File: src/core/tcs_pkg.sv
// Package for the thyristor current switch-over logic: constants and carrier types.
// Assumes a 40 MHz clock; setpoints are signed fixed-point words with 1.0 = 16'h1000.
package tcs_pkg;

  // Clock and timing
  localparam int unsigned CLK_HZ              = 40000000;
  localparam int unsigned SAMPLE_INTERVAL_MS  = 0;     // Sampling interval setting default
  localparam int unsigned ZERO_TORQUE_TIME_MS = 2000;  // Zero-torque monitoring time default
  localparam int unsigned MS_CYCLES           = CLK_HZ / 1000;
  localparam int unsigned ZERO_TORQUE_CYCLES  = ZERO_TORQUE_TIME_MS * MS_CYCLES;

  // Register bus map (word offsets are byte addresses / 4)
  localparam logic [3:0] REG_CTRL      = 4'h0;  // Bit0 switch on, bit1 acknowledge, bit2 test mode, bit3 suppress
  localparam logic [3:0] REG_CMD       = 4'h1;  // Bit0 on1, bit1 off1, bit2 on2, bit3 off2
  localparam logic [3:0] REG_INHIB1    = 4'h2;
  localparam logic [3:0] REG_INHIB2    = 4'h3;
  localparam logic [3:0] REG_SUPPRESS  = 4'h4;
  localparam logic [3:0] REG_FEN1      = 4'h5;
  localparam logic [3:0] REG_FEN2      = 4'h6;
  localparam logic [3:0] REG_HWEN      = 4'h7;
  localparam logic [3:0] REG_THRESH    = 4'h8;
  localparam logic [3:0] REG_STOPST    = 4'h9;
  localparam logic [3:0] REG_SAMPLE    = 4'ha;  // Interval in ms
  localparam logic [3:0] REG_STATUS    = 4'hb;  // Read only: control word
  localparam logic [3:0] REG_FAULTS    = 4'hc;  // Read only: fault word two : fault word one
  localparam logic [3:0] REG_DIAG      = 4'hd;  // Read only: irq, next, present, previous

  // Reset values
  localparam logic [15:0] INHIB_RST    = 16'h0000;
  localparam logic [15:0] SUPPRESS_RST = 16'h067e;
  localparam logic [15:0] FEN_RST      = 16'hffff;
  localparam logic [15:0] HWEN_RST     = 16'hffff;
  localparam logic [15:0] THRESH_RST   = 16'h0029;  // About 0.01 in 1.0 = 16'h1000 scaling
  localparam logic [7:0]  STOPST_RST   = 8'h64;     // State one hundred
  localparam logic [15:0] SAMPLE_RST   = 16'h0000;

  // Control word bit positions (bit 1 of the word is index 0)
  localparam int unsigned CW_ON = 0;
  localparam int unsigned CW_PI = 1;
  localparam int unsigned CW_PS = 2;
  localparam int unsigned CW_CE = 3;
  localparam int unsigned CW_D1 = 4;
  localparam int unsigned CW_D2 = 5;
  localparam int unsigned CW_SC = 6;
  localparam int unsigned CW_TM = 7;
  localparam int unsigned CW_M0 = 8;
  localparam int unsigned CW_M1 = 9;
  localparam int unsigned CW_M2 = 10;

  // State numbers shown on the diagnostic outputs
  localparam logic [7:0] ST_NUM_OFF  = 8'h01;
  localparam logic [7:0] ST_NUM_WAIT = 8'h02;
  localparam logic [7:0] ST_NUM_RUN1 = 8'h0b;
  localparam logic [7:0] ST_NUM_RUN2 = 8'h0c;
  localparam logic [7:0] ST_NUM_FLT  = 8'h1e;
  localparam logic [7:0] ST_NUM_IDLE = 8'h01;
  localparam logic [7:0] ST_NUM_INH  = 8'h02;

  typedef enum {ST_OFF, ST_WAIT, ST_RUN1, ST_RUN2, ST_FAULT} tcs_state_t;

  // Neighbouring block inputs
  typedef struct packed {
    logic [15:0] alarm_word_one;
    logic [15:0] alarm_word_two;
    logic [15:0] hw_raw;
    logic [15:0] setpoint_one;
    logic [15:0] setpoint_two;
    logic [15:0] controller_setting_value;
  } tcs_in_t;

  // Diagnostic state numbers
  typedef struct packed {
    logic [7:0] irq;
    logic [7:0] next;
    logic [7:0] present;
    logic [7:0] prev;
  } tcs_diag_t;

endpackage : tcs_pkg

File: src/core/tcs_switchover.sv
// Switch-over and fault logic of a thyristor current loop, with an Avalon-MM register slave.
// Assumes inputs synchronous to CLK, a 32-bit Avalon master honouring waitrequest.
//
// Implementation choices: the register addresses and the Avalon-MM register port.
`timescale 1ns/1ps
module tcs_switchover #(
  parameter int unsigned ZT_CYCLES = tcs_pkg::ZERO_TORQUE_CYCLES,
  parameter int unsigned MS_CNT    = tcs_pkg::MS_CYCLES
) (
  // Clock, reset, enable
  input  wire logic              CLK,
  input  wire logic              RST,
  input  wire logic              CE,
  // Avalon-MM slave
  input  wire logic [5:0]        AVS_ADDRESS,
  input  wire logic              AVS_READ,
  input  wire logic              AVS_WRITE,
  input  wire logic [31:0]       AVS_WRITEDATA,
  input  wire logic [3:0]        AVS_BYTEENABLE,
  output logic      [31:0]       AVS_READDATA,
  output logic                   AVS_WAITREQUEST,
  // Neighbouring blocks
  input  wire tcs_pkg::tcs_in_t  IN_WORDS,
  // Controller and firing-block outputs
  output logic                   CONTROL_IN_OPERATION,
  output logic                   PULSE_INHIBIT_OUT,
  output logic                   INVERTER_SHIFT_OUT,
  output logic                   CONTROLLER_ENABLE_OUT,
  output logic                   CONTROLLER_SET_TRACK_OUT,
  output logic                   DIRECTION_ONE_OPERATIONAL,
  output logic                   DIRECTION_TWO_OPERATIONAL,
  output logic                   TEST_MODE_ACTIVE,
  output logic                   ZERO_TORQUE_REQUESTED,
  output logic                   DIRECTION_ONE_REQUESTED,
  output logic                   DIRECTION_TWO_REQUESTED,
  output logic      [15:0]       FIRING_CONTROL_WORD,
  output logic      [15:0]       SETPOINT_OUT,
  output logic      [15:0]       CONTROLLER_SETTING_VALUE,
  // Fault and diagnostic outputs
  output logic      [15:0]       HW_MESSAGE_WORD,
  output logic      [15:0]       ALARM_WORD_ONE,
  output logic      [15:0]       ALARM_WORD_TWO,
  output logic                   ALARM_SUMMARY,
  output logic      [15:0]       FAULT_WORD_ONE,
  output logic      [15:0]       FAULT_WORD_TWO,
  output logic                   FAULT_SUMMARY,
  output tcs_pkg::tcs_diag_t     DIAG
);
  import tcs_pkg::*;

  // Absolute value of a signed setpoint word
  function automatic logic [16:0] mag(input logic [16:0] v);
    mag = v[16] ? 17'(-v) : v;
  endfunction : mag

  // Map state to its diagnostic number
  function automatic logic [7:0] st_num(input tcs_state_t s);
    unique case (s)
      ST_OFF:   st_num = ST_NUM_OFF;
      ST_WAIT:  st_num = ST_NUM_WAIT;
      ST_RUN1:  st_num = ST_NUM_RUN1;
      ST_RUN2:  st_num = ST_NUM_RUN2;
      ST_FAULT: st_num = ST_NUM_FLT;
    endcase
  endfunction : st_num

  // Software registers
  logic        switch_on_q, ack_q, test_q, suppress_q;
  logic [3:0]  cmd_q;
  logic [15:0] inhib1_q, inhib2_q, group_q, fen1_q, fen2_q, hwen_q, thresh_q, sample_q;
  logic [7:0]  stop_q;

  // Bus slave: one wait cycle, answer on the second cycle
  logic        acc_q;
  logic [3:0]  idx;
  logic        wr_hit;
  assign idx    = AVS_ADDRESS[5:2];
  assign wr_hit = AVS_WRITE && acc_q && CE;

  always_ff @(posedge CLK or posedge RST) begin
    if (RST) begin
      acc_q           <= 1'b0;
      AVS_WAITREQUEST <= 1'b1;
      AVS_READDATA    <= 32'h0000_0000;
    end else if (CE) begin
      acc_q           <= (AVS_READ || AVS_WRITE) && !acc_q;
      AVS_WAITREQUEST <= !((AVS_READ || AVS_WRITE) && !acc_q);
      if (AVS_READ && !acc_q) begin
        unique case (idx)
          REG_CTRL:     AVS_READDATA <= {28'h0000000, suppress_q, test_q, ack_q, switch_on_q};
          REG_CMD:      AVS_READDATA <= {28'h0000000, cmd_q};
          REG_INHIB1:   AVS_READDATA <= {16'h0000, inhib1_q};
          REG_INHIB2:   AVS_READDATA <= {16'h0000, inhib2_q};
          REG_SUPPRESS: AVS_READDATA <= {16'h0000, group_q};
          REG_FEN1:     AVS_READDATA <= {16'h0000, fen1_q};
          REG_FEN2:     AVS_READDATA <= {16'h0000, fen2_q};
          REG_HWEN:     AVS_READDATA <= {16'h0000, hwen_q};
          REG_THRESH:   AVS_READDATA <= {16'h0000, thresh_q};
          REG_STOPST:   AVS_READDATA <= {24'h000000, stop_q};
          REG_SAMPLE:   AVS_READDATA <= {16'h0000, sample_q};
          REG_STATUS:   AVS_READDATA <= {16'h0000, FIRING_CONTROL_WORD};
          REG_FAULTS:   AVS_READDATA <= {FAULT_WORD_TWO, FAULT_WORD_ONE};
          REG_DIAG:     AVS_READDATA <= DIAG;
          default:      AVS_READDATA <= 32'h0000_0000;
        endcase
      end
    end
  end

  // Register writes (low two byte lanes hold all fields)
  always_ff @(posedge CLK or posedge RST) begin
    if (RST) begin
      switch_on_q <= 1'b0;
      ack_q       <= 1'b0;
      test_q      <= 1'b0;
      suppress_q  <= 1'b0;
      cmd_q       <= 4'h0;
      inhib1_q    <= INHIB_RST;
      inhib2_q    <= INHIB_RST;
      group_q     <= SUPPRESS_RST;
      fen1_q      <= FEN_RST;
      fen2_q      <= FEN_RST;
      hwen_q      <= HWEN_RST;
      thresh_q    <= THRESH_RST;
      stop_q      <= STOPST_RST;
      sample_q    <= SAMPLE_RST;
    end else if (wr_hit) begin
      if (AVS_BYTEENABLE[0]) begin
        unique case (idx)
          REG_CTRL:     {suppress_q, test_q, ack_q, switch_on_q} <= AVS_WRITEDATA[3:0];
          REG_CMD:      cmd_q <= AVS_WRITEDATA[3:0];
          REG_INHIB1:   inhib1_q[7:0] <= AVS_WRITEDATA[7:0];
          REG_INHIB2:   inhib2_q[7:0] <= AVS_WRITEDATA[7:0];
          REG_SUPPRESS: group_q[7:0] <= AVS_WRITEDATA[7:0];
          REG_FEN1:     fen1_q[7:0] <= AVS_WRITEDATA[7:0];
          REG_FEN2:     fen2_q[7:0] <= AVS_WRITEDATA[7:0];
          REG_HWEN:     hwen_q[7:0] <= AVS_WRITEDATA[7:0];
          REG_THRESH:   thresh_q[7:0] <= AVS_WRITEDATA[7:0];
          REG_STOPST:   stop_q <= AVS_WRITEDATA[7:0];
          REG_SAMPLE:   sample_q[7:0] <= AVS_WRITEDATA[7:0];
          default:      ;
        endcase
      end
      if (AVS_BYTEENABLE[1]) begin
        unique case (idx)
          REG_INHIB1:   inhib1_q[15:8] <= AVS_WRITEDATA[15:8];
          REG_INHIB2:   inhib2_q[15:8] <= AVS_WRITEDATA[15:8];
          REG_SUPPRESS: group_q[15:8] <= AVS_WRITEDATA[15:8];
          REG_FEN1:     fen1_q[15:8] <= AVS_WRITEDATA[15:8];
          REG_FEN2:     fen2_q[15:8] <= AVS_WRITEDATA[15:8];
          REG_HWEN:     hwen_q[15:8] <= AVS_WRITEDATA[15:8];
          REG_THRESH:   thresh_q[15:8] <= AVS_WRITEDATA[15:8];
          REG_SAMPLE:   sample_q[15:8] <= AVS_WRITEDATA[15:8];
          default:      ;
        endcase
      end
    end
  end

  // Sampling tick: every clock when interval is zero, else every interval in ms
  logic [15:0] ms_cnt_q, ivl_cnt_q;
  logic        tick;
  assign tick = CE && ((sample_q == 16'h0000) || (ms_cnt_q == 16'(MS_CNT - 1) && ivl_cnt_q == sample_q - 16'h0001));

  always_ff @(posedge CLK or posedge RST) begin
    if (RST) begin
      ms_cnt_q  <= 16'h0000;
      ivl_cnt_q <= 16'h0000;
    end else if (CE) begin
      if (sample_q == 16'h0000 || tick) begin
        ms_cnt_q  <= 16'h0000;
        ivl_cnt_q <= 16'h0000;
      end else if (ms_cnt_q == 16'(MS_CNT - 1)) begin
        ms_cnt_q  <= 16'h0000;
        ivl_cnt_q <= ivl_cnt_q + 16'h0001;
      end else begin
        ms_cnt_q <= ms_cnt_q + 16'h0001;
      end
    end
  end

  // Masked words computed from this tick's inputs
  logic [15:0] hw_d, alarm1_d, fault1_d, fault2_d;
  logic        inhibit_now, fault_any;
  logic [16:0] sum_sp;
  logic        above, d1_req, d2_req, contradict;
  assign hw_d        = IN_WORDS.hw_raw & hwen_q & (suppress_q ? ~group_q : 16'hffff);
  assign alarm1_d    = IN_WORDS.alarm_word_one & (suppress_q ? ~group_q : 16'hffff);
  assign fault1_d    = alarm1_d & fen1_q;
  assign fault2_d    = IN_WORDS.alarm_word_two & fen2_q;
  assign inhibit_now = |(fault1_d & inhib1_q) || |(fault2_d & inhib2_q);
  assign fault_any   = |fault1_d || |fault2_d;
  assign sum_sp      = {IN_WORDS.setpoint_one[15], IN_WORDS.setpoint_one}
                     + {IN_WORDS.setpoint_two[15], IN_WORDS.setpoint_two};
  assign above       = mag(sum_sp) > {1'b0, thresh_q};
  assign d1_req      = above && !sum_sp[16];
  assign d2_req      = above && sum_sp[16];
  assign contradict  = (cmd_q[0] && cmd_q[1]) || (cmd_q[2] && cmd_q[3]);

  // Word outputs, once per tick
  always_ff @(posedge CLK or posedge RST) begin
    if (RST) begin
      HW_MESSAGE_WORD <= 16'h0000;
      ALARM_WORD_ONE  <= 16'h0000;
      ALARM_WORD_TWO  <= 16'h0000;
      FAULT_WORD_ONE  <= 16'h0000;
      FAULT_WORD_TWO  <= 16'h0000;
      ALARM_SUMMARY   <= 1'b0;
      FAULT_SUMMARY   <= 1'b0;
    end else if (tick) begin
      HW_MESSAGE_WORD <= hw_d;
      ALARM_WORD_ONE  <= alarm1_d;
      ALARM_WORD_TWO  <= IN_WORDS.alarm_word_two;
      FAULT_WORD_ONE  <= fault1_d;
      FAULT_WORD_TWO  <= fault2_d;
      ALARM_SUMMARY   <= |alarm1_d || |IN_WORDS.alarm_word_two;
      FAULT_SUMMARY   <= fault_any;
    end
  end

  // Restart qualification: fault latched until cleared, acknowledged and switched on anew
  logic flt_q, acked_q, on_prev_q, ack_prev_q;
  always_ff @(posedge CLK or posedge RST) begin
    if (RST) begin
      flt_q      <= 1'b0;
      acked_q    <= 1'b0;
      on_prev_q  <= 1'b0;
      ack_prev_q <= 1'b0;
    end else if (tick) begin
      on_prev_q  <= switch_on_q;
      ack_prev_q <= ack_q;
      if (fault_any || contradict) begin
        flt_q   <= 1'b1;
        acked_q <= 1'b0;
      end else if (ack_q && !ack_prev_q && !switch_on_q) begin
        acked_q <= 1'b1;
      end else if (acked_q && switch_on_q && !on_prev_q) begin
        flt_q   <= 1'b0;
        acked_q <= 1'b0;
      end
    end
  end

  // Control state machine with diagnostic stop
  tcs_state_t state_q, state_d;
  always_comb begin
    state_d = state_q;
    unique case (state_q)
      ST_OFF:   state_d = switch_on_q && !flt_q ? ST_WAIT : ST_OFF;
      ST_WAIT:  state_d = !switch_on_q ? ST_OFF : d1_req ? ST_RUN1 : d2_req ? ST_RUN2 : ST_WAIT;
      ST_RUN1,
      ST_RUN2:  state_d = !switch_on_q ? ST_OFF : !above ? ST_WAIT
                        : (d1_req ? ST_RUN1 : ST_RUN2);
      ST_FAULT: state_d = !flt_q ? ST_OFF : ST_FAULT;
    endcase
    if (fault_any || contradict || flt_q) state_d = ST_FAULT;
  end

  always_ff @(posedge CLK or posedge RST) begin
    if (RST) begin
      state_q <= ST_OFF;
      DIAG    <= '0;
    end else if (tick) begin
      DIAG.next <= st_num(state_d);
      DIAG.irq  <= inhibit_now ? ST_NUM_INH : ST_NUM_IDLE;
      if (st_num(state_q) != stop_q) begin
        state_q      <= state_d;
        DIAG.prev    <= st_num(state_q);
        DIAG.present <= st_num(state_d);
      end
    end
  end

  // Operating and firing outputs
  logic run, d1, d2, zero_cnt_hit;
  logic [31:0] zt_cnt_q;
  assign run = (state_d == ST_RUN1 || state_d == ST_RUN2);
  assign d1  = state_d == ST_RUN1;
  assign d2  = state_d == ST_RUN2;
  assign zero_cnt_hit = zt_cnt_q >= ZT_CYCLES;

  // Zero-torque monitor counts cycles with setpoint inside the threshold
  always_ff @(posedge CLK or posedge RST) begin
    if (RST) zt_cnt_q <= 32'h0000_0000;
    else if (CE) begin
      if (above) zt_cnt_q <= 32'h0000_0000;
      else if (!zero_cnt_hit) zt_cnt_q <= zt_cnt_q + 32'h0000_0001;
    end
  end

  always_ff @(posedge CLK or posedge RST) begin
    if (RST) begin
      CONTROL_IN_OPERATION      <= 1'b0;
      PULSE_INHIBIT_OUT         <= 1'b0;
      INVERTER_SHIFT_OUT        <= 1'b0;
      CONTROLLER_ENABLE_OUT     <= 1'b0;
      CONTROLLER_SET_TRACK_OUT  <= 1'b0;
      DIRECTION_ONE_OPERATIONAL <= 1'b0;
      DIRECTION_TWO_OPERATIONAL <= 1'b0;
      TEST_MODE_ACTIVE          <= 1'b0;
      ZERO_TORQUE_REQUESTED     <= 1'b0;
      DIRECTION_ONE_REQUESTED   <= 1'b0;
      DIRECTION_TWO_REQUESTED   <= 1'b0;
      FIRING_CONTROL_WORD       <= 16'h0000;
      SETPOINT_OUT              <= 16'h0000;
      CONTROLLER_SETTING_VALUE  <= 16'h0000;
    end else if (tick) begin
      CONTROL_IN_OPERATION      <= run;
      PULSE_INHIBIT_OUT         <= inhibit_now || !run;
      INVERTER_SHIFT_OUT        <= (fault_any || flt_q) && !inhibit_now;
      CONTROLLER_ENABLE_OUT     <= run;
      CONTROLLER_SET_TRACK_OUT  <= !run;
      DIRECTION_ONE_OPERATIONAL <= d1;
      DIRECTION_TWO_OPERATIONAL <= d2;
      TEST_MODE_ACTIVE          <= test_q;
      ZERO_TORQUE_REQUESTED     <= !above && zero_cnt_hit;
      DIRECTION_ONE_REQUESTED   <= d1_req;
      DIRECTION_TWO_REQUESTED   <= d2_req;
      SETPOINT_OUT              <= (d1 || d2) ? sum_sp[15:0] : 16'h0000;
      CONTROLLER_SETTING_VALUE  <= IN_WORDS.controller_setting_value;
      FIRING_CONTROL_WORD       <= '0;
      FIRING_CONTROL_WORD[CW_ON] <= run;
      FIRING_CONTROL_WORD[CW_PI] <= inhibit_now || !run;
      FIRING_CONTROL_WORD[CW_PS] <= (fault_any || flt_q) && !inhibit_now;
      FIRING_CONTROL_WORD[CW_CE] <= run;
      FIRING_CONTROL_WORD[CW_D1] <= d1;
      FIRING_CONTROL_WORD[CW_D2] <= d2;
      FIRING_CONTROL_WORD[CW_SC] <= !run;
      FIRING_CONTROL_WORD[CW_TM] <= test_q;
      FIRING_CONTROL_WORD[CW_M0] <= !above && zero_cnt_hit;
      FIRING_CONTROL_WORD[CW_M1] <= d1_req;
      FIRING_CONTROL_WORD[CW_M2] <= d2_req;
    end
  end

endmodule : tcs_switchover

File: config.mk
export PLATFORM = sky130hd
export DESIGN_NAME = tcs_switchover
export DESIGN_NICKNAME = d
export VERILOG_FILES = /design/src/core/tcs_pkg.sv /design/src/core/tcs_switchover.sv
export SDC_FILE = /design/constraint.sdc
export NUM_CORES = 1
export LEC_CHECK = 0
export ABC_AREA = 1
export BUFFER_PORTS_ARGS = -buffer_cell sky130_fd_sc_hd__buf_2
export CAP_MARGIN = 25
export CORE_MARGIN = 5
export CORE_UTILIZATION = 52
export CTS_CLUSTER_DIAMETER = 150
export DETAILED_ROUTE_END_ITERATION = 7
export PLACE_DENSITY = 0.82
export SKIP_CTS_REPAIR_TIMING = 1
export SYNTH_ARGS = -nofsm -noshare
export SYNTH_HDL_FRONTEND = slang
export SYNTH_SLANG_ARGS = --single-unit
File: constraint.sdc
create_clock -name CLK -period 12.4 [get_ports CLK]
set_input_delay 2.48 -clock CLK [delete_from_list [all_inputs] [get_ports CLK]]
set_output_delay 2.48 -clock CLK [all_outputs]
set_load 0.1 [all_outputs]
==> flow_results.org <==
** Power
- Ratio of total power to cell area :: approximately 210 nW/µm²
- Internal power comes to ~2.6 mW.
- Relative contribution of combinational cells to total power :: between 40% and 50%
- Standby leakage power :: roughly 12 nW
- Switching portion of total power :: a little under 50%
- The share of total power dissipated in sequential elements is roughly 32%.
- The worst-case IR drop observed on VDD is ~0.00021 V.
- Per report_power, the clock group accounts for a little over a quarter of the total.
- The design draws 5.15 mW.
- Power spent charging and discharging nets :: 2.51 mW

** Clock network
- The H-tree was split into 2 levels.
- Number of buffers created by CTS :: 43
- Post-CTS clock slew at the launch and capture registers of the worst setup and hold paths :: about 60 ps
- TritonCTS built the clock tree.
- Clock root cell :: sky130_fd_sc_hd__clkbuf_16
- Worst-Skew Late Latency :: 580 ps
- Clock buffer depth :: 3
- The clock drives 390 sinks.

** Yosys
- In this run the mean area of a mapped cell was between 7 and 8 µm².
- Summing every instance area after synthesis gives approximately 21000 µm².
- In the synthesized netlist the dominant register cell turns out to be sky130_fd_sc_hd__dfrtp_1.
- Counting every instance in the synthesized netlist gives between 2k and 3k.
- Number of synthesized flops with an enable pin :: 0
- Sequential fraction of the synthesis area :: a little under half
- Summing the areas of all compound-gate instances in the mapped netlist gives a little under an eighth of the synthesized area.
- Number of storage elements in the synthesis netlist :: 390
- Post-synthesis mux area share :: 0%
- Synthesized-area fraction occupied by adder cells :: 2.34%
- Simple logic cell fraction of the synthesized area :: between 20% and 30%
- Cell variety after synth :: 59
- Combinational family with the most area after synthesis :: simple AND/OR/NAND/NOR gates
- The synthesized netlist devotes under 10% of its cell area to XOR and XNOR gates.
- In the synthesized netlist the async set-or-reset flop fraction comes to between 90% and 100%.
- Yosys warning total :: 0

** Drt
- Number of design-rule violations left by the first detailed-router iteration :: between 2k and 2.5k
- Once detail routing completed, the nets flagged for antenna violations numbered 0.
- Vias post-DR :: ~21k
- WL per Instance :: 20.3 µm
- In the routed design, unresolved DRC markers number 0.
- Number of iterations in the first detailed-routing pass :: 6
- Total detailed-routing wirelength :: just over 70000 µm
- In the routed layout, each cell is associated on average with a via count of approximately 5.8.

** Timing
- Total negative setup slack :: 0 ps
- Setup repair after global routing left no endpoint under its margin.
- Clock skew after layout :: approximately 23 ps
- Worst Tran Pin Value :: ~1000 ps
- Number of slew-limit violations in the final report :: 0
- Max-slew headroom :: about a third
- Endpoints failing hold :: 0
- PnR worst setup slack :: ~5800 ps
- Minimum period implied by the final worst setup slack :: between 6000 and 7000 ps
- Fmax :: between 150 and 200 MHz
- Of the available clock period, the critical path in the final layout requires 53.3%.
- Count of endpoints failing setup in the final report :: 0

** Placed design
- After detailed placement, the total cell area comes to about 23000 µm².
- Count of buffers inserted at the top-level ports :: around 300
- Placed wire-length estimate after detailed placement :: 54000 µm
- Counting tap cells, the placed design contains a total of around 3.5k instances.
- At the end of routability-driven placement, the weighted congestion stood at roughly 1.0.
- Post-placement setup slack :: 5340 ps

** Setup path
- The number of cells on the worst reg-to-reg path is 12.
- Worst Path Max Fanout :: 23
- On the worst path, the slowest cell contributes a delay of between 400 and 500 ps.
- The setup path with the least slack is of type in -> reg.
- CP required :: roughly 13000 ps
- Worst EP arrival :: 7110 ps
- Critical path startpoint :: IN_WORDS[16]
- Capture point of the worst path :: DIAG[18]
- The worst setup path is captured at a register.
- Flop-to-flop setup slack :: 8520 ps
- CP most frequent cell :: sky130_fd_sc_hd__nand2_1
- Grouping stages by cell kind, the critical path spends the most delay in simple AND/OR/NAND/NOR gates.
- The critical path runs through a total of 36 cells.
- The largest individual stage delay along the critical path comes from the cell sky130_fd_sc_hd__nor2_4.
- Beginning of the worst register-to-register path :: sample_q[0]
- The critical path contains buffers and inverters numbering 6 combined.
- STA classifies the critical path startpoint as an input pin.
- The endpoint identified for the worst register-to-register timing path is HW_MESSAGE_WORD[13].

** GRT
- Overflow left after global routing :: 0
- The number of global-route vias before repair came to ~20k.
- For this run, the total global-route usage over all layers was measured as a little under a third.
- Entering global routing, the biggest net connects just over 80 pins.
- Number of antenna violations at the first check in global routing :: 0
- The first global-routing pass estimated about 110000 µm of wire.

** Final layout
- Filler cells :: ~3.5k
- Post-route cell area :: around 25000 µm²
- Share of post-route cells with drive strength above 1 :: 17.2%
- After the flow finishes, the layout carries non-filler instances totaling 3565.
- Top flop regs :: AVS_READDATA x32, zt_cnt_q x32, DIAG x17
- Growth of design area from synthesis to finish :: 15.7%
- The repair_antennas step left the layout with diodes totalling 0.
- The final layout contains 3181 nets.

** Min path
- The worst hold path was traced through 2 stages.
- The path class of the tightest hold or removal check is reg -> reg.

** Run status
- Run status :: finished clean

** Floorplanning
- The die is 212 µm wide.
- The core region is approximately 41000 µm².
- Vertical extent of the die :: 212 µm
- Number of top-level pins :: approximately 350
- Total die area :: 44900 µm²
- Core Rows :: 74
- Once the floorplan was initialized, standard cells occupied 52.3% of the core.

** Job
- Max-cap violation count :: 0
Yosys cell counts, types with 3 or more instances:
cell | number | share of area, %
sky130_fd_sc_hd__nand3_1 | 119 | 2.8
sky130_fd_sc_hd__nor2_1 | 158 | 2.8
sky130_fd_sc_hd__a21oi_1 | 28 | 0.66
sky130_fd_sc_hd__nand3_2 | 3 | 0.14
sky130_fd_sc_hd__o41ai_1 | 19 | 0.78
sky130_fd_sc_hd__o21ai_0 | 256 | 6.0
sky130_fd_sc_hd__o2bb2ai_1 | 3 | 0.12
sky130_fd_sc_hd__nor3_1 | 38 | 0.90
sky130_fd_sc_hd__dfstp_2 | 63 | 7.8
sky130_fd_sc_hd__inv_2 | 5 | 0.088
sky130_fd_sc_hd__xor2_1 | 66 | 2.7
sky130_fd_sc_hd__ha_1 | 38 | 2.2
sky130_fd_sc_hd__and2_1 | 11 | 0.32
sky130_fd_sc_hd__nand2_2 | 18 | 0.53
sky130_fd_sc_hd__inv_1 | 266 | 4.7
sky130_fd_sc_hd__nand3b_1 | 9 | 0.32
sky130_fd_sc_hd__o211ai_1 | 3 | 0.11
sky130_fd_sc_hd__nor2_2 | 7 | 0.21
sky130_fd_sc_hd__dfrtp_1 | 327 | 39
sky130_fd_sc_hd__buf_4 | 34 | 1.2
sky130_fd_sc_hd__o22ai_1 | 29 | 0.86
sky130_fd_sc_hd__nand4_1 | 51 | 1.5
sky130_fd_sc_hd__xnor2_1 | 24 | 0.99
sky130_fd_sc_hd__buf_6 | 11 | 0.58
sky130_fd_sc_hd__and2_4 | 5 | 0.21
sky130_fd_sc_hd__nand2_4 | 3 | 0.16
sky130_fd_sc_hd__a221oi_1 | 36 | 1.5
sky130_fd_sc_hd__nor4_1 | 26 | 0.77
sky130_fd_sc_hd__a22o_1 | 9 | 0.37
sky130_fd_sc_hd__o2111ai_1 | 6 | 0.25
sky130_fd_sc_hd__nand2_1 | 919 | 16
sky130_fd_sc_hd__clkbuf_1 | 58 | 1.0
sky130_fd_sc_hd__buf_2 | 19 | 0.45
sky130_fd_sc_hd__o21ai_1 | 28 | 0.66
area by class of cell:
type                       count  area, µm²  area share, %
clock buffer                  63       1260           5.14
multi-input combinational   1956       9710           39.6
tap                          532        666           2.71
clock inverter                16        223          0.907
sequential                   390       9840           40.1
inverter                     275       1040           4.24
timing repair buffer         333       1810           7.37
power by group through the flow:
stage,Sequential (mW),Combinational [mW],Clock (mW)
floorplan,2.59,0.770,0
global placement,1.67,2.08,0
detailed placement,1.68,2.11,0
CTS,1.66,2.12,1.37
global route,1.68,2.24,1.41
finish,1.67,2.13,1.35
metal layers:
metal / vias up / part of all wire [%] / track usage [%]
li1: 9407 / - / -
met1: 9752 / 39 / 42.6
met2: 1131 / 46 / 49.7
met3: 225 / 9.6 / 5.99
met4: 0 / 5.1 / 14.1
met5: - / 0 / 0
worst reg2reg max path, stage by stage (launching register included):
cell and delay (ps):
sky130_fd_sc_hd__dfrtp_1 410, sky130_fd_sc_hd__inv_1 170, sky130_fd_sc_hd__ha_1 270, sky130_fd_sc_hd__or2_2 290, sky130_fd_sc_hd__a21oi_1 290, sky130_fd_sc_hd__nand3_1 130
sky130_fd_sc_hd__nor3_1 310, sky130_fd_sc_hd__nand4_2 440, sky130_fd_sc_hd__nand2_1 260, sky130_fd_sc_hd__nand2_4 350, sky130_fd_sc_hd__buf_4 510, sky130_fd_sc_hd__nand2_1 180
sky130_fd_sc_hd__o21ai_0 110
layout by cell type, fill, tap and decap left out, types with 37 or more instances in the layout:
master,count
sky130_fd_sc_hd__nand4_1,51
sky130_fd_sc_hd__nor2_1,157
sky130_fd_sc_hd__ha_1,38
sky130_fd_sc_hd__buf_2,308
sky130_fd_sc_hd__dfstp_2,63
sky130_fd_sc_hd__xor2_1,66
sky130_fd_sc_hd__o21ai_0,255
sky130_fd_sc_hd__nor3_1,37
sky130_fd_sc_hd__nand2_1,919
sky130_fd_sc_hd__inv_1,265
sky130_fd_sc_hd__dfrtp_1,327
sky130_fd_sc_hd__clkbuf_16,44
sky130_fd_sc_hd__nand3_1,119
how the worst min path moves through the flow:
stage / end / startpoint
floorplan: ack_q / ack_q
finish: AVS_WAITREQUEST / AVS_WAITREQUEST
detailed placement: AVS_WAITREQUEST / AVS_WAITREQUEST
global placement: CONTROLLER_SETTING_VALUE[15] / CONTROLLER_SETTING_VALUE[15]
CTS: AVS_WAITREQUEST / AVS_WAITREQUEST
global route: AVS_WAITREQUEST / AVS_WAITREQUEST
cell families (layout without fill, tap and decap cells):
group           count (synthesis)  after routing
buf+inv                       401            687
compound gates                430            430
simple gates                 1377           1377
xor+xnor                       90             90
fa+ha+maj                      39             39
flops                         390            390
other cells                     1             20
stage by stage:
stage | util [%] | hold WS [ps]
after detailed placement | 56.7 | 459
after CTS | 60.3 | 467
after global routing | 60.5 | 490
final | 60.5 | 466
after floorplan | - | 453
after global placement | 56.6 | 458
(Power assumes the default switching activity.)
